### config.mk
export PLATFORM = sky130hd
export DESIGN_NAME = aro_top
export DESIGN_NICKNAME = d
export VERILOG_FILES = /design/src/core/aro_pkg.sv /design/src/core/aro_decode.sv /design/src/core/aro_top.sv
export SDC_FILE = /design/constraint.sdc
export NUM_CORES = 1
export LEC_CHECK = 0
export ABC_AREA = 1
export BUFFER_PORTS_ARGS = -buffer_cell sky130_fd_sc_hd__buf_2
export CAP_MARGIN = 20
export CORE_AREA = 3 3 229 231
export CTS_CLUSTER_SIZE = 12
export DETAILED_ROUTE_END_ITERATION = 12
export DIE_AREA = 0 0 232 234
export GPL_ROUTABILITY_DRIVEN = 1
export PLACE_DENSITY = 0.51
export SLEW_MARGIN = 25
export SYNTH_ARGS = -nofsm -noshare
export SYNTH_HDL_FRONTEND = slang
export SYNTH_SLANG_ARGS = --single-unit
### constraint.sdc
create_clock -name sys_clk_i -period 7.83 [get_ports sys_clk_i]
set_clock_uncertainty 0.05 [all_clocks]
set_input_delay 0.3915 -clock sys_clk_i [delete_from_list [all_inputs] [get_ports sys_clk_i]]
set_output_delay 0.3915 -clock sys_clk_i [all_outputs]
set_load 0.005 [all_outputs]
### src/core/aro_pkg.sv
`default_nettype none
package aro_pkg;
    // ------------------------------------------------------------------
    // instruction word layout
    // ------------------------------------------------------------------
    localparam int unsigned INSN_W       = 12;
    localparam int unsigned DATA_W       = 8;
    localparam int unsigned ADDR_W       = 5;
    localparam int unsigned SLOT_COUNT   = 32;
    localparam int unsigned OPC_HI       = 11;
    localparam int unsigned OPC_LO       = 6;
    localparam int unsigned DEST_BIT     = 5;
    localparam int unsigned ADDR_HI      = 4;
    localparam int unsigned NIBBLE_W     = 4;
    localparam logic [5:0]  OPC_ADD      = 6'h07;  // 000111
    localparam logic [5:0]  OPC_AND      = 6'h05;  // 000101
    localparam logic        DEST_ACC     = 1'h0;
    localparam logic        DEST_SLOT    = 1'h1;
    // ------------------------------------------------------------------
    // reset values
    // ------------------------------------------------------------------
    localparam logic [7:0]  ACC_RST      = 8'h00;
    localparam logic [7:0]  SLOT_RST     = 8'h00;
    localparam logic        FLAG_RST     = 1'h0;

    typedef enum logic [1:0] {
        ARO_OP_NONE = 2'b00,
        ARO_OP_ADD  = 2'b01,
        ARO_OP_AND  = 2'b10
    } aro_op_t;
endpackage : aro_pkg
`default_nettype wire

### src/core/aro_decode.sv
`default_nettype none
// --------------------------------------------------------------------------
// instruction decoder
// --------------------------------------------------------------------------
module aro_decode (
    input  wire logic [11:0]     insn_i,
    input  wire logic            insn_valid_i,
    output var aro_pkg::aro_op_t op_o,
    output logic                 dest_slot_o,
    output logic [4:0]           addr_o
);
    // opcode match on the upper six bits
    always_comb begin
        unique case (insn_i[aro_pkg::OPC_HI:aro_pkg::OPC_LO])
            aro_pkg::OPC_ADD: op_o = aro_pkg::ARO_OP_ADD;
            aro_pkg::OPC_AND: op_o = aro_pkg::ARO_OP_AND;
            default:          op_o = aro_pkg::ARO_OP_NONE;
        endcase
        if (!insn_valid_i) begin
            op_o = aro_pkg::ARO_OP_NONE;
        end
    end
    // target bit and five-bit slot address
    assign dest_slot_o = insn_i[aro_pkg::DEST_BIT];
    assign addr_o      = insn_i[aro_pkg::ADDR_HI:0];
endmodule : aro_decode
`default_nettype wire

### src/core/aro_top.sv
`default_nettype none
module aro_top (
    input  wire logic            sys_clk_i,
    input  wire logic            arst_n_i,
    input  wire logic [11:0]     insn_i,
    input  wire logic            insn_valid_i,
    input  wire logic            acc_load_i,
    input  wire logic [7:0]      acc_load_data_i,
    input  wire logic [4:0]      peek_addr_i,
    output logic [7:0]           acc_o,
    output logic [7:0]           peek_data_o,
    output logic                 carry_flag_o,
    output logic                 nibble_overflow_flag_o,
    output logic                 zero_flag_o,
    output logic                 insn_done_o
);
    // ----------------------------------------------------------------------
    // reset release
    // ----------------------------------------------------------------------
    // only the second stage is read by the rest of the block
    logic rst_meta_q;
    logic rst_n_q;

    // two-stage release of the asynchronous reset; entry stays immediate,
    // while the release lands on a clock edge so that no register leaves
    // reset between edges and a cycle before its neighbours
    always_ff @(posedge sys_clk_i or negedge arst_n_i) begin
        if (!arst_n_i) begin
            rst_meta_q <= 1'h0;
            rst_n_q    <= 1'h0;
        end else begin
            rst_meta_q <= 1'h1;
            rst_n_q    <= rst_meta_q;
        end
    end

    // ----------------------------------------------------------------------
    // decode and operand fetch
    // ----------------------------------------------------------------------
    // datapath nets and state
    aro_pkg::aro_op_t op;                    // decoded operation, none when idle
    logic             dest_slot;             // result target bit
    logic [4:0]       addr;                  // operand slot address
    logic [7:0]       acc_q;                 // accumulator
    logic [7:0]       slot_q [aro_pkg::SLOT_COUNT];
    logic [7:0]       operand;               // addressed slot as read this cycle
    logic [8:0]       sum;                   // byte sum, carry out on top
    logic [4:0]       nib_sum;               // low nibble sum, nibble carry on top
    logic [7:0]       result;                // value to be written back
    logic             acc_wr;                // accumulator takes the result
    logic             slot_wr;               // addressed slot takes the result

    // opcode, target bit and slot address split off in a small decoder;
    // a word with the valid line low decodes as no operation at all,
    // so an idle fetch bus cannot disturb the datapath
    aro_decode u_decode (
        .insn_i       (insn_i),
        .insn_valid_i (insn_valid_i),
        .op_o         (op),
        .dest_slot_o  (dest_slot),
        .addr_o       (addr)
    );

    // ----------------------------------------------------------------------
    // helper functions
    // ----------------------------------------------------------------------
    // zero test shared by both operations
    function automatic logic is_zero(input logic [7:0] v);
        is_zero = (v == 8'h00);
    endfunction : is_zero

    // true for any word that the decoder recognised
    function automatic logic is_alu_op(input aro_pkg::aro_op_t o);
        is_alu_op = (o != aro_pkg::ARO_OP_NONE);
    endfunction : is_alu_op

    // low nibble of a byte, widened by one bit to hold the nibble carry
    function automatic logic [4:0] low_nibble(input logic [7:0] v);
        low_nibble = {1'b0, v[3:0]};
    endfunction : low_nibble

    // ----------------------------------------------------------------------
    // operand read and compute
    // ----------------------------------------------------------------------

    // combinational read, compute in the same cycle; the slot array is read
    // without a register so that read, compute and write-back share one edge,
    // and a word that names the slot just written sees the new value
    always_comb begin
        operand = slot_q[addr];
        sum     = {1'b0, acc_q} + {1'b0, operand};
        nib_sum = low_nibble(acc_q) + low_nibble(operand);
        if (op == aro_pkg::ARO_OP_AND) begin
            result = acc_q & operand;
        end else begin
            result = sum[7:0];
        end
    end

    // ----------------------------------------------------------------------
    // write-back
    // ----------------------------------------------------------------------
    // write enables, decoded once and shared by the two writers
    assign acc_wr  = is_alu_op(op) && (dest_slot == aro_pkg::DEST_ACC);
    assign slot_wr = is_alu_op(op) && (dest_slot == aro_pkg::DEST_SLOT);

    // accumulator: result when target bit is 0; an external load only
    // wins when no instruction claims the accumulator in that cycle
    always_ff @(posedge sys_clk_i or negedge rst_n_q) begin
        if (!rst_n_q) begin
            acc_q <= aro_pkg::ACC_RST;
        end else if (acc_wr) begin
            acc_q <= result;
        end else if (acc_load_i) begin
            acc_q <= acc_load_data_i;                               // setup load
        end
    end

    // file register slots; result goes back when target bit is 1, and
    // every other slot keeps its contents
    always_ff @(posedge sys_clk_i or negedge rst_n_q) begin
        if (!rst_n_q) begin
            for (int i = 0; i < aro_pkg::SLOT_COUNT; i++) begin
                slot_q[i] <= aro_pkg::SLOT_RST;
            end
        end else if (slot_wr) begin
            slot_q[addr] <= result;
        end
    end

    // ----------------------------------------------------------------------
    // status flags
    // ----------------------------------------------------------------------
    // flag registers; the flag outputs follow them directly
    logic c_q;
    logic dc_q;
    logic z_q;

    // carry follows the top bit of the byte sum; only an add moves it,
    // so an AND in between leaves the last carry standing
    always_ff @(posedge sys_clk_i or negedge rst_n_q) begin
        if (!rst_n_q) begin
            c_q <= aro_pkg::FLAG_RST;
        end else if (op == aro_pkg::ARO_OP_ADD) begin
            c_q <= sum[aro_pkg::DATA_W];
        end
    end

    // nibble overflow follows the carry out of the low four bits, on add
    // only, at the same edge as the carry
    always_ff @(posedge sys_clk_i or negedge rst_n_q) begin
        if (!rst_n_q) begin
            dc_q <= aro_pkg::FLAG_RST;
        end else if (op == aro_pkg::ARO_OP_ADD) begin
            dc_q <= nib_sum[aro_pkg::NIBBLE_W];
        end
    end

    // zero follows the written result for both operations; AND leaves the
    // other two flags as they were
    always_ff @(posedge sys_clk_i or negedge rst_n_q) begin
        if (!rst_n_q) begin
            z_q <= aro_pkg::FLAG_RST;
        end else begin
            // no operation and the unused code leave the flag as it was
            unique case (op)
                aro_pkg::ARO_OP_ADD: begin
                    z_q <= is_zero(result);
                end
                aro_pkg::ARO_OP_AND: begin
                    z_q <= is_zero(result);
                end
                aro_pkg::ARO_OP_NONE: begin
                end
                default: begin
                end
            endcase
        end
    end

    // ----------------------------------------------------------------------
    // completion and observation
    // ----------------------------------------------------------------------
    // one-cycle completion strobe, raised by the edge that did the
    // write-back, so it stands together with the new accumulator and flags
    always_ff @(posedge sys_clk_i or negedge rst_n_q) begin
        if (!rst_n_q) begin
            insn_done_o <= 1'h0;
        end else begin
            insn_done_o <= is_alu_op(op);
        end
    end

    // registered observation of a slot; shows the array one edge late, so a
    // slot written at some edge appears here one cycle after that
    always_ff @(posedge sys_clk_i or negedge rst_n_q) begin
        if (!rst_n_q) begin
            peek_data_o <= aro_pkg::SLOT_RST;
        end else begin
            peek_data_o <= slot_q[peek_addr_i];
        end
    end

    // ----------------------------------------------------------------------
    // outputs
    // ----------------------------------------------------------------------
    // accumulator and status leave straight from their registers, with no
    // logic between flip-flop and pin
    assign acc_o                  = acc_q;
    assign carry_flag_o           = c_q;
    assign nibble_overflow_flag_o = dc_q;
    assign zero_flag_o            = z_q;
endmodule : aro_top
`default_nettype wire

==> flow_summary.json <==
{
  "worst-slew-pin-transition_ps": 1170,
  "syn2layout_area_growth_pct": 12.6,
  "clockPowerShare": 0.466,
  "post-route-util": 0.339,
  "drtAntennaViolNets": 0,
  "ctsRootBufferMaster": "clkbuf_16",
  "post_cts.repair.setup_buffers": 0,
  "die_w_microns": 232,
  "synth_nets": 1922,
  "power.density_nw_per_um2": 211,
  "pwr-share-comb": 0.121,
  "p_seq_frac": 0.413,
  "power.leakage_nw": 7.43,
  "diodes": 0,
  "end_kind": "flop",
  "setup_viol": 0,
  "grtUsageTotal": 0.204,
  "p_sw_mw": 1.02,
  "worstSetupPathType": "in2reg",
  "synth.avg_cell_area_sq_um": 8.04,
  "portBuffers": 48,
  "layout_common_cells": "392 x nand2_1, 277 x dfrtp_1, 242 x o21ai_0",
  "cap_violations": 0,
  "grt_max_degree": 169,
  "min-delay-path-class": "in2reg",
  "antenna_found_initial": 1,
  "via_count": 13885,
  "status": "finished clean",
  "start_util": 0.301,
  "firstDrtPassIters": 5,
  "fp.dieH_microns": 234,
  "worst_ep_required_time_ps": 8190,
  "rsz0062_at_grt": "false",
  "synthDistinctLibCells": 40,
  "nNetsFinal": 1900,
  "ys_seq_elements": 278,
  "cts.sink_count": 278,
  "min_period_ps": 4670,
  "ys_seq_area_frac": 0.460,
  "max-slew-margin-rel": 0.220,
  "htreeDepth": 2,
  "num_rows": 82,
  "fmax_mhz": 214,
  "finalMaxSlewViolations": 0,
  "synth_area_sq_um": 15100,
  "clk_path_buf_depth": 3,
  "grt_first_pass_wirelength_mm": 84.7,
  "drtIter0Drc": 1639,
  "layout-drive-gt1-share": 0.124,
  "core_area_sq_um": 50300,
  "vias_per_cell": 5.43,
  "crit_path_start_kind": "input pin",
  "yosys_warnings": 0,
  "io_pins": 49,
  "worst_slack_ps": 3160,
  "drc_errors": 0,
  "overflow": 0,
  "die_area_sq_um": 54300,
  "setup_tns_ps": 0,
  "cts.repair.resized": 0,
  "crit_arrival_ps": 5040,
  "netlist_instances": 1881,
  "dp_hpwl_mm": 35.5,
  "tritoncts": "built",
  "place_ws_ps": 2640,
  "gp_congestion": 0.894,
  "grt_pass1_vias": 13418,
  "clock_latency_ps": 570,
  "final_common_cell": "nand2_1",
  "wl_mm": 55.6,
  "min_period_over_period": 0.597,
  "numCtsBuffers": 36,
  "cts.clk_slew.worst_paths_ps": 60,
  "internal_power_mw": 2.57,
  "ir_drop_mv": 0.121,
  "hold_viol": 0,
  "worstPathMaxFanout": 19,
  "switching_share": 0.285,
  "routedWlPerCell_microns": 21.8
}
[Yosys cell counts, drive strengths merged]
cell type    n  area [sq um]
o22ai       23           144
nand4        1          6.26
inv        144           551
a22oi       98           736
clkinv       1          3.75
o211ai       9          67.6
or2         17           106
nand2      394          1480
dfrtp      278          6960
conb         1          3.75
buf         51           294
and2         1          6.26
clkbuf      78           294
a211oi      14           105
ha          11           138
a21oi       64           320
o221ai      47           412
nor3        13           131
fa           1          20.0
o21bai      48           360
a31oi        2          12.5
nor4         2          12.5
nor2       165           842
nand3b       3          22.5
nand3       55           275
o21ai      360          1830
[registers in the layout (all words and copies together), names as in the netlist]
signal and flops:
acc_o 8, carry_flag_o 1, insn_done_o 1, nibble_overflow_flag_o 1, peek_data_o 8, rst_meta_q 1
rst_n_q 1, slot_q 256, zero_flag_o 1
[power by group through the flow]
stage | combinational [mW] | sequential, mW | clock, mW
6_report | 0.436 | 1.48 | 1.67
5_1_grt | 0.476 | 1.49 | 1.76
4_1_cts | 0.434 | 1.48 | 1.71
3_5_place_dp | 0.432 | 1.51 | 0
3_3_place_gp | 0.428 | 1.51 | 0
2_1_floorplan | 0.246 | 1.52 | 0
[final timing paths]
check | slack, ps | cells past startpoint | end | start
worst max-delay path | 3160 | 23 | slot_q[222] | insn_i[0]
worst min-delay path | 60 | 3 | acc_o[3] | acc_load_data_i[3]
worst max register to register | 4110 | 17 | slot_q[222] | slot_q[152]
worst min register to register | 240 | 0 | slot_q[57] | rst_n_q
max in group asynchronous | 6210 | 2 | acc_o[3] | rst_n_q
min in group asynchronous | 110 | 2 | rst_n_q | arst_n_i
[layout make-up]
cell class	instances	area, sq um
Timing Repair Buffer	69	454
Tap cell	672	841
Fill cell	5296	33200
Clock buffer	56	1110
Clock inverter	6	66.3
Sequential cell	278	6960
Inverter	145	557
Multi-Input combinational cell	1329	7050
[per-stage QoR]
step	instance area (sq um)	total power [mW]	hold WS, ps	cells
final	17000	3.59	61.8	2555
after global placement	15800	1.94	128	2491
after detailed placement	15800	1.94	129	2491
after floorplan	15100	1.77	45.9	1881
after global routing	17000	3.73	47.9	2555
after CTS	17000	3.63	37.9	2554
[layer usage]
metal	track usage	share of wire
met5	0	0.00023
met1	0.284	0.45
met3	0.0374	0.066
met2	0.319	0.45
met4	0.0718	0.030
[cell families (layout without fill, tap and decap cells)]
family | count (synthesis) | after routing | synth area share
compound gates | 665 | 665 | 0.264
simple gates | 651 | 651 | 0.190
flops | 278 | 278 | 0.460
buf+inv | 274 | 276 | 0.0755
fa+ha+maj | 12 | 12 | 0.0104
other cells | 1 | 1 | 0.000248
[repair_timing]
action | 4_1_cts | 5_1_grt
endpoints found under the hold margin | 2 | 0
hold buffers | 1 | 0
endpoints found under the setup margin | 0 | 0
[worst max-delay path, stage by stage]
cell	delay [ps]
buf_2	160
nand2_1	540
inv_2	560
buf_4	350
a22oi_1	130
nand2_1	80
nand2_1	50
nand2_1	130
nor3_1	60
nand2_1	90
ha_1	160
inv_1	70
fa_1	400
inv_1	90
nand2_1	60
nand2_1	80
nand3_1	100
nand2_1	80
nand2_1	60
nand3_1	60
and2_1	760
buf_4	400
o21ai_0	130
(Power assumes the default switching activity.)
